--- config.mk ---
export PLATFORM = sky130hd
export DESIGN_NAME = dual_timer_run_irq_square_wave_output_ctrl
export DESIGN_NICKNAME = d
export VERILOG_FILES = /design/src/logic/dual_timer_run_irq_square_wave_output_ctrl.v /design/src/logic/timer_channel.v
export VERILOG_INCLUDE_DIRS = /design/src /design/src/logic
export SDC_FILE = /design/constraint.sdc
export NUM_CORES = 1
export LEC_CHECK = 0
export BUFFER_PORTS_ARGS = -buffer_cell sky130_fd_sc_hd__clkbuf_2
export CORE_MARGIN = 5
export CORE_UTILIZATION = 38
export CTS_CLUSTER_DIAMETER = 120
export CTS_CLUSTER_SIZE = 14
export DETAILED_ROUTE_END_ITERATION = 16
export PLACE_DENSITY = 0.69
export SKIP_CTS_REPAIR_TIMING = 1
export SYNTH_ARGS = -nofsm -noshare
export SYNTH_HDL_FRONTEND = slang
export SYNTH_SLANG_ARGS = --single-unit
--- constraint.sdc ---
create_clock -name mclk -period 1.9 [get_ports mclk]
set_input_delay 0.19 -clock mclk [delete_from_list [all_inputs] [get_ports mclk]]
set_output_delay 0.19 -clock mclk [all_outputs]
set_load 0.05 [all_outputs]
--- src/logic/dual_timer_regs.vh ---
// Register indexes, field positions, reset values and bus codes of the dual timer
`ifndef DUAL_TIMER_REGS_VH
`define DUAL_TIMER_REGS_VH

// Register indexes; byte address is four times the index
`define IDX_MODE      16'hFFC0
`define IDX_OUTCTRL   16'hFFC1
`define IDX_RUN0      16'hFFC2
`define IDX_RUN1      16'hFFC3
`define IDX_RLD0_LO   16'hFFC4
`define IDX_RLD0_HI   16'hFFC5
`define IDX_RLD1_LO   16'hFFC6
`define IDX_RLD1_HI   16'hFFC7
`define IDX_CNT0_LO   16'hFFC8
`define IDX_CNT0_HI   16'hFFC9
`define IDX_CNT1_LO   16'hFFCA
`define IDX_CNT1_HI   16'hFFCB
`define IDX_IRQ_EN    16'hFFE2
`define IDX_IRQ_PEND  16'hFFF2

// Field positions within the 4-bit register data
`define BIT_CHAINED   3
`define BIT_SQUARE_OUT_CHANNEL_SELECT     3
`define BIT_OUT_EN    2
`define BIT_RUN       0
`define BIT_RELOAD    1
`define BIT_T0        0
`define BIT_T1        1

// Widths and reset values
`define ADDR_W        18
`define CNT_W         8
`define RST_CNT       8'h00
`define RST_BIT       1'b0
`define RST_NIB       4'h0

// Bus response codes
`define RESP_OKAY     2'h0
`define RESP_SLVERR   2'h2

`endif

--- src/logic/dual_timer_run_irq_square_wave_output_ctrl.v ---
// Dual 8-bit timer: run control, interrupt flags, square-wave output and AXI4-Lite registers
`timescale 1ns/100ps
`default_nettype none
`include "dual_timer_regs.vh"

module dual_timer_run_irq_square_wave_output_ctrl
(
   // Clock and reset
   input  wire                  mclk,
   input  wire                  nrst,
   // Timer input clock falling edges, one-cycle enables
   input  wire                  inClkTick0,
   input  wire                  inClkTick1,
   // AXI4-Lite write address
   input  wire                  s_axi_awvalid,
   output reg                   s_axi_awready,
   input  wire [`ADDR_W-1:0]    s_axi_awaddr,
   input  wire [2:0]            s_axi_awprot,
   // AXI4-Lite write data
   input  wire                  s_axi_wvalid,
   output reg                   s_axi_wready,
   input  wire [31:0]           s_axi_wdata,
   input  wire [3:0]            s_axi_wstrb,
   // AXI4-Lite write response
   output reg                   s_axi_bvalid,
   input  wire                  s_axi_bready,
   output reg  [1:0]            s_axi_bresp,
   // AXI4-Lite read address
   input  wire                  s_axi_arvalid,
   output reg                   s_axi_arready,
   input  wire [`ADDR_W-1:0]    s_axi_araddr,
   input  wire [2:0]            s_axi_arprot,
   // AXI4-Lite read data
   output reg                   s_axi_rvalid,
   input  wire                  s_axi_rready,
   output reg  [31:0]           s_axi_rdata,
   output reg  [1:0]            s_axi_rresp,
   // Square wave and interrupt
   output reg                   squareWaveOutput,
   output reg                   irqReq
);

   // Software registers
   reg                  chained16bitMode_r;
   reg                  squareOutChannelSelect_r;
   reg                  squareOutEnable_r;
   reg                  timer0Run_r;
   reg                  timer1Run_r;
   reg  [`CNT_W-1:0]    reload0_r;
   reg  [`CNT_W-1:0]    reload1_r;
   reg  [1:0]           irqEnable_r;
   reg  [1:0]           irqPending_r;
   reg  [1:0]           irqPending_nxt;
   reg  [3:0]           hiLatch0_r;
   reg  [`CNT_W-1:0]    latch1_r;
   reg                  square_r;
   reg                  square_nxt;
   // Bus holding registers
   reg                  awHeld_r;
   reg                  wHeld_r;
   reg  [15:0]          wrIdx_r;
   reg  [3:0]           wrNib_r;
   reg                  wrLane0_r;
   // Timer state
   wire [`CNT_W-1:0]    count0;
   wire [`CNT_W-1:0]    count1;
   wire                 running0;
   wire                 running1;
   wire                 underflow0;
   wire                 underflow1;
   wire                 tick1Sel;
   wire                 wrDo;
   wire                 rdDo;
   wire [15:0]          rdIdx;
   wire [4:0]           rdAns;
   wire                 reloadStb0;
   wire                 reloadStb1;
   wire [1:0]           pendSet;
   wire [1:0]           pendClr;
   wire                 squareSel;

   // Mapped-register check, shared by the read and write paths
   function mapped;
      input [15:0] idx;
      begin
         case (idx)
            `IDX_MODE, `IDX_OUTCTRL, `IDX_RUN0, `IDX_RUN1,
            `IDX_RLD0_LO, `IDX_RLD0_HI, `IDX_RLD1_LO, `IDX_RLD1_HI,
            `IDX_CNT0_LO, `IDX_CNT0_HI, `IDX_CNT1_LO, `IDX_CNT1_HI,
            `IDX_IRQ_EN, `IDX_IRQ_PEND:
               mapped = 1'b1;
            default:
               mapped = 1'b0;
         endcase
      end
   endfunction

   assign wrDo  = awHeld_r & wHeld_r & ~s_axi_bvalid;
   assign rdDo  = s_axi_arvalid & s_axi_arready;
   assign rdIdx = s_axi_araddr[`ADDR_W-1:2];

   // reload strobe bits act on write of one, never stored
   assign reloadStb0 = wrDo & wrLane0_r & (wrIdx_r == `IDX_RUN0) & wrNib_r[`BIT_RELOAD];
   assign reloadStb1 = wrDo & wrLane0_r & (wrIdx_r == `IDX_RUN1) & wrNib_r[`BIT_RELOAD];

   // chained mode clocks timer 1 from timer 0 underflow
   assign tick1Sel = chained16bitMode_r ? underflow0 : inClkTick1;

   // timer 0 counts while its run bit is one
   // a stopped counter holds its value
   timer_channel timer0
   (
      .mclk      (mclk),
      .nrst      (nrst),
      .tick      (inClkTick0),
      .runReq    (timer0Run_r),
      .reloadStb (reloadStb0),
      .reloadVal (reload0_r),
      .count_r   (count0),
      .running_r (running0),
      .underflow (underflow0)
   );

   // timer 1 counts while its run bit is one
   timer_channel timer1
   (
      .mclk      (mclk),
      .nrst      (nrst),
      .tick      (tick1Sel),
      .runReq    (timer1Run_r),
      .reloadStb (reloadStb1),
      .reloadVal (reload1_r),
      .count_r   (count1),
      .running_r (running1),
      .underflow (underflow1)
   );

   // underflow sets flag regardless of mask
   // timer 0 raises no flag in chained mode
   assign pendSet = {underflow1, underflow0 & ~chained16bitMode_r};
   // write one clears, write zero ignored
   assign pendClr = (wrDo && wrLane0_r && wrIdx_r == `IDX_IRQ_PEND) ? wrNib_r[1:0] : 2'h0;

   // Set wins over a clear in the same cycle so no underflow is lost
   always @*
   begin
      irqPending_nxt = (irqPending_r & ~pendClr) | pendSet;
   end

   // channel select picks the underflow source; chained mode always takes timer 1
   assign squareSel = (chained16bitMode_r | squareOutChannelSelect_r) ? underflow1 : underflow0;

   always @*
   begin
      square_nxt = square_r ^ squareSel;
   end

   // Read answer: bit 4 says mapped, low nibble is the data
   // run bit reads one until the counter has really stopped
   // count high nibbles come from the latch taken at the low read; reload high nibbles are read directly
   assign rdAns =
      (rdIdx == `IDX_MODE)     ? {1'b1, chained16bitMode_r, 3'h0} :
      (rdIdx == `IDX_OUTCTRL)  ? {1'b1, squareOutChannelSelect_r, squareOutEnable_r, 2'h0} :
      (rdIdx == `IDX_RUN0)     ? {1'b1, 3'h0, timer0Run_r | running0} :
      (rdIdx == `IDX_RUN1)     ? {1'b1, 3'h0, timer1Run_r | running1} :
      (rdIdx == `IDX_RLD0_LO)  ? {1'b1, reload0_r[3:0]} :
      (rdIdx == `IDX_RLD0_HI)  ? {1'b1, reload0_r[7:4]} :
      (rdIdx == `IDX_RLD1_LO)  ? {1'b1, reload1_r[3:0]} :
      (rdIdx == `IDX_RLD1_HI)  ? {1'b1, reload1_r[7:4]} :
      (rdIdx == `IDX_CNT0_LO)  ? {1'b1, count0[3:0]} :
      (rdIdx == `IDX_CNT0_HI)  ? {1'b1, hiLatch0_r} :
      (rdIdx == `IDX_CNT1_LO)  ? {1'b1, (chained16bitMode_r ? latch1_r[3:0] : count1[3:0])} :
      (rdIdx == `IDX_CNT1_HI)  ? {1'b1, latch1_r[7:4]} :
      (rdIdx == `IDX_IRQ_EN)   ? {1'b1, 2'h0, irqEnable_r} :
      (rdIdx == `IDX_IRQ_PEND) ? {1'b1, 2'h0, irqPending_r} :
      {mapped(rdIdx), 4'h0};

   // Bus channels: address and data taken in either order, one write at a time
   always @(posedge mclk or negedge nrst)
   begin
      if (!nrst)
      begin
         s_axi_awready <= 1'b0;
         s_axi_wready  <= 1'b0;
         s_axi_bvalid  <= 1'b0;
         s_axi_bresp   <= `RESP_OKAY;
         s_axi_arready <= 1'b0;
         s_axi_rvalid  <= 1'b0;
         s_axi_rdata   <= 32'h00000000;
         s_axi_rresp   <= `RESP_OKAY;
         awHeld_r      <= 1'b0;
         wHeld_r       <= 1'b0;
         wrIdx_r       <= 16'h0000;
         wrNib_r       <= `RST_NIB;
         wrLane0_r     <= 1'b0;
      end
      else
      begin
         s_axi_awready <= ~awHeld_r & ~(s_axi_awvalid & s_axi_awready) & ~s_axi_bvalid;
         s_axi_wready  <= ~wHeld_r & ~(s_axi_wvalid & s_axi_wready) & ~s_axi_bvalid;
         if (s_axi_awvalid && s_axi_awready)
         begin
            awHeld_r <= 1'b1;
            wrIdx_r  <= s_axi_awaddr[`ADDR_W-1:2];
         end
         if (s_axi_wvalid && s_axi_wready)
         begin
            wHeld_r   <= 1'b1;
            wrNib_r   <= s_axi_wdata[3:0];
            wrLane0_r <= s_axi_wstrb[0];
         end
         if (wrDo)
         begin
            awHeld_r     <= 1'b0;
            wHeld_r      <= 1'b0;
            s_axi_bvalid <= 1'b1;
            s_axi_bresp  <= mapped(wrIdx_r) ? `RESP_OKAY : `RESP_SLVERR;
         end
         else if (s_axi_bvalid && s_axi_bready)
         begin
            s_axi_bvalid <= 1'b0;
         end
         s_axi_arready <= ~s_axi_rvalid & ~rdDo;
         if (rdDo)
         begin
            s_axi_rvalid <= 1'b1;
            s_axi_rdata  <= {28'h0000000, rdAns[3:0]};
            s_axi_rresp  <= rdAns[4] ? `RESP_OKAY : `RESP_SLVERR;
         end
         else if (s_axi_rvalid && s_axi_rready)
         begin
            s_axi_rvalid <= 1'b0;
         end
      end
   end

   // Register writes, read latches, flags and outputs
   always @(posedge mclk or negedge nrst)
   begin
      if (!nrst)
      begin
         chained16bitMode_r       <= `RST_BIT;
         squareOutChannelSelect_r <= `RST_BIT;
         squareOutEnable_r        <= `RST_BIT;
         timer0Run_r              <= `RST_BIT;
         timer1Run_r              <= `RST_BIT;
         reload0_r                <= `RST_CNT;
         reload1_r                <= `RST_CNT;
         irqEnable_r              <= 2'h0;
         irqPending_r             <= 2'h0;
         hiLatch0_r               <= `RST_NIB;
         latch1_r                 <= `RST_CNT;
         square_r                 <= 1'b0;
         squareWaveOutput         <= 1'b1;
         irqReq                   <= 1'b0;
      end
      else
      begin
         if (wrDo && wrLane0_r)
         begin
            case (wrIdx_r)
               `IDX_MODE:
                  chained16bitMode_r <= wrNib_r[`BIT_CHAINED];
               `IDX_OUTCTRL:
               begin
                  squareOutChannelSelect_r <= wrNib_r[`BIT_SQUARE_OUT_CHANNEL_SELECT];
                  squareOutEnable_r        <= wrNib_r[`BIT_OUT_EN];
               end
               // request stored now, taken by the counter at its next edge
               `IDX_RUN0:
                  timer0Run_r <= wrNib_r[`BIT_RUN];
               `IDX_RUN1:
                  timer1Run_r <= wrNib_r[`BIT_RUN];
               `IDX_RLD0_LO:
                  reload0_r[3:0] <= wrNib_r;
               `IDX_RLD0_HI:
                  reload0_r[7:4] <= wrNib_r;
               `IDX_RLD1_LO:
                  reload1_r[3:0] <= wrNib_r;
               `IDX_RLD1_HI:
                  reload1_r[7:4] <= wrNib_r;
               `IDX_IRQ_EN:
                  irqEnable_r <= wrNib_r[1:0];
               default:
                  irqEnable_r <= irqEnable_r;
            endcase
         end
         // low read of timer 0 freezes the rest of the value
         if (rdDo && rdIdx == `IDX_CNT0_LO)
         begin
            hiLatch0_r <= count0[7:4];
            latch1_r   <= count1;
         end
         else if (rdDo && rdIdx == `IDX_CNT1_LO && !chained16bitMode_r)
         begin
            latch1_r <= count1;
         end
         irqPending_r <= irqPending_nxt;
         // only enabled flags reach the processor
         irqReq   <= |(irqPending_r & irqEnable_r);
         square_r <= square_nxt;
         // pin follows the wave when enabled, else sits high
         // gating is clocked here, so no half-cycle glitch appears
         squareWaveOutput <= squareOutEnable_r ? square_nxt : 1'b1;
      end
   end

endmodule
`default_nettype wire

--- src/logic/timer_channel.v ---
// One 8-bit down counter with run/stop synchronisation, reload and underflow
`timescale 1ns/100ps
`default_nettype none
`include "dual_timer_regs.vh"

module timer_channel
(
   // Clock and reset
   input  wire                  mclk,
   input  wire                  nrst,
   // Input clock falling edge, one-cycle enable
   input  wire                  tick,
   // Software control
   input  wire                  runReq,
   input  wire                  reloadStb,
   input  wire [`CNT_W-1:0]     reloadVal,
   // State
   output reg  [`CNT_W-1:0]     count_r,
   output reg                   running_r,
   output wire                  underflow
);

   assign underflow = tick & running_r & (count_r == `RST_CNT);

   always @(posedge mclk or negedge nrst)
   begin
      if (!nrst)
      begin
         count_r   <= `RST_CNT;
         running_r <= `RST_BIT;
      end
      else
      begin
         // software reload preset wins over counting
         if (reloadStb)
         begin
            count_r <= reloadVal;
         end
         else if (underflow)
         begin
            count_r <= reloadVal;
         end
         else if (tick && running_r)
         begin
            count_r <= count_r - 8'h01;
         end
         // run state follows request only at an input clock edge
         // no edge, no run state change
         if (tick)
         begin
            running_r <= runReq;
         end
      end
   end

endmodule
`default_nettype wire

==> metrics <==
status=finished with violations; failing checks=negative setup slack; worst r2r dst=squareWaveOutput; num rows=about 40; htree depth=3; Critical Path Sink=squareWaveOutput; hold crit path type=input pin to register; worst skew pair latency=between 0.3 and 0.4 ns; Post-Synth Simple-Gate Area=between 10% and 20%; CP max-delay cell=dfrtp_1; Sequential cell area=approximately 0.0023 mm²; clock-pin slew on the worst setup and hold paths=0.07 ns; crit start category=register; DRC violations left=0; hpwl dp=roughly 9300 µm; Setup Skew=~0.012 ns; root buffer cell=clkbuf_16; CTS buffer count=9; Max-cap violations=0; final core occ=49.2%; largest net degree at the start of global routing=48; fill cell count=1,157; crit path max fanout=4; largest delay contributor family on the critical path=simple AND/OR/NAND/NOR gates; fmax=about 0.47 GHz; Power Density=around 900 mW/mm²; post-placement cell count=722; critical path's largest stage delay=0.40 ns; CP Buf/Inv Count=3; Worst setup EP type=register; Die W=~120 µm; Synth Register Bits=slightly above 90; 1st-iter DRT viols=260; Multi-input gate area=0.00255 mm²; die area=roughly 0.015 mm²; dominant cells by area after synthesis=dfrtp_1 46%, mux2_2 14%, buf_4 4.7%; reg2reg start=timer0.count_r[1]; main combinational cell family by area after synthesis=multiplexers; Required @ worst endpoint=between 2 and 2.5 ns; fin. max-slew vios=0; Synth Instances=about 460; CTS max path bufs=2; Max rail drop VDD=~750 µV; Static Leak=2.88 nW; reg-to-reg slack, setup=-0.22 ns; Synth async-reset ratio=100%; Post-Synth Adder-Cell Area=less than 1%; CP Data Arrival Time=2.40 ns; cells on worst reg2reg path=10; core box area=0.0126 mm²; critical path depth in cells=10; Post-Synthesis Mean Instance Area=10.7 µm²; endpoints failing hold=0; clock sinks=92; Yosys top cell by area=dfrtp_1; Final Cycle Share=112%; CTS tree=built; via count=between 3,000 and 4,000; crit path from=timer0.count_r[1]; total global routing track utilization=approximately 16%; antenna-violating nets left=0; synth unique cells=65; unrepaired setup endpoints after global routing=yes; # diodes=0; Netlist Area Pre-Place=about 0.0049 mm²; Die Height=124 µm; area grow syn2layout=26.4%; dpl ws=-0.328 ns; Port Buffers=between 50 and 60; setup ws final=-0.220 ns; Main synth FF type=dfrtp_1; Cell Chain, Critical Path=inv_2, ha_4, nand4b_1, nor4_4, buf_4, buf_6, o21a_4, mux2i_2, xnor2_1, or2_4; Finished Layout Cells=746; # IOs=130; WL final=12,100 µm; total grt overflow=0; share of the synthesized area in the top cell type=between 40 and 50%; vias per cell=between 5 and 6; XOR/XNOR Fraction of Synth Area=0.357%; vias in the first global route=3,849; number of synthesized flops with an enable pin=0; final net count=between 600 and 700; final setup violating endpoints=13; Initial Util=roughly two fifths; register area share after synthesis=a little under half; multiplexer share of the synthesized area=16.8%; synth warn=0; Compound-Gate Fraction of Synth Area=between 10% and 20%; WS Path Type=register to register; initial antenna violation count=0; min Tclk post-route=~2.1 ns; Avg WL per Cell=between 15 and 20 µm; DR pass1 iterations=4; routability cong.=between 0.8 and 0.9; first-pass GRT wire length=roughly 19,000 µm; share of cells above drive strength 1=a little over two fifths
-- area by class of cell --
class | count | area share [%]
multi-input cells | 336 | 41.1
flip-flops and latches | 92 | 37.2
repair buffers | 119 | 12.8
clock buffers | 10 | 3.69
well taps | 172 | 3.47
clock inverters | 6 | 1.15
inverters | 11 | 0.665
-- metal layers --
layer	GRT usage, %	share of wire (%)
met1	22.7	45
met2	24.5	45
met3	4.41	8.2
met4	5.74	2.4
met5	0	0
-- synthesized netlist by cell type, types with 9 or more instances --
| library cell | n |
|---|---|
| dfrtp_1 | 91 |
| mux2_2 | 59 |
| buf_4 | 31 |
| nand2_1 | 31 |
| nor2_1 | 26 |
| nor3_1 | 18 |
| a21oi_1 | 14 |
| mux2i_1 | 14 |
| o21ai_0 | 14 |
| inv_1 | 11 |
| a211oi_1 | 9 |
| clkbuf_1 | 9 |
| nand3_1 | 9 |
-- power breakdown --
part	switching [mW]	leakage (nW)	internal, mW	total, mW
Combinational	0.726	1.53	0.509	1.23
Sequential	0.274	1.20	2.27	2.54
Clock	0.799	0.145	1.04	1.84
-- cell usage in the layout, fill, tap and decap left out, types with 5 or more instances in the layout --
master	count
dfrtp_1	89
mux2_2	59
clkbuf_2	57
buf_4	55
conb_1	30
nand2_1	29
nor2_1	24
a21oi_1	13
mux2i_1	13
nor3_1	12
o21ai_0	11
inv_1	9
clkbuf_16	9
nand3_1	8
a211oi_1	8
nor3_2	7
nand4_1	6
or3_1	5
nor2b_1	5
-- per-stage QoR --
step	power, mW	hold WS (ns)	setup TNS [ns]	area (µm²)
global placement	3.75	0.103	-2.06	5630
global route	5.87	0.0307	-3.49	6200
floorplan	3.42	-0.106	-0.0176	5030
finish	5.61	0.0268	-1.84	6200
CTS	5.62	-0.260	-3.51	5930
detailed placement	3.79	0.107	-3.02	5630
-- state kept, by name (all words and copies together) (netlist names), 2 cells and up --
name and cells:
wrIdx_r 16, timer0.count_r 8, reload0_r 8, hiLatch0_r 4
latch1_r 8, s_axi_rdata 4, wrNib_r 4, irqEnable_r 2
reload1_r 8, timer1.count_r 8, irqPending_r 2
-- how the worst min path moves through the flow --
stage                 startpoint      endpoint  slack [ns]  cells after the start
floorplan                   nrst      awHeld_r       -0.11                      0
global placement            nrst  s_axi_wready        0.10                      1
detailed placement          nrst  s_axi_wready        0.11                      1
CTS                         nrst  s_axi_wready       -0.26                      1
global route        s_axi_rready  s_axi_rvalid        0.03                      2
finish              s_axi_bready  s_axi_bvalid        0.03                      2
-- cells by family (layout without fill, tap and decap cells) --
| family | Yosys count | after routing |
|---|---|---|
| buffers and inverters | 58 | 146 |
| and+or+nand+nor | 146 | 146 |
| AOI/OAI and AO/OA | 82 | 82 |
| xor gates and xnor gates | 2 | 2 |
| muxes | 74 | 74 |
| DFF | 92 | 92 |
| adders and majority gates | 2 | 2 |
| other | 1 | 30 |
Power figures use the tool's default switching activity.
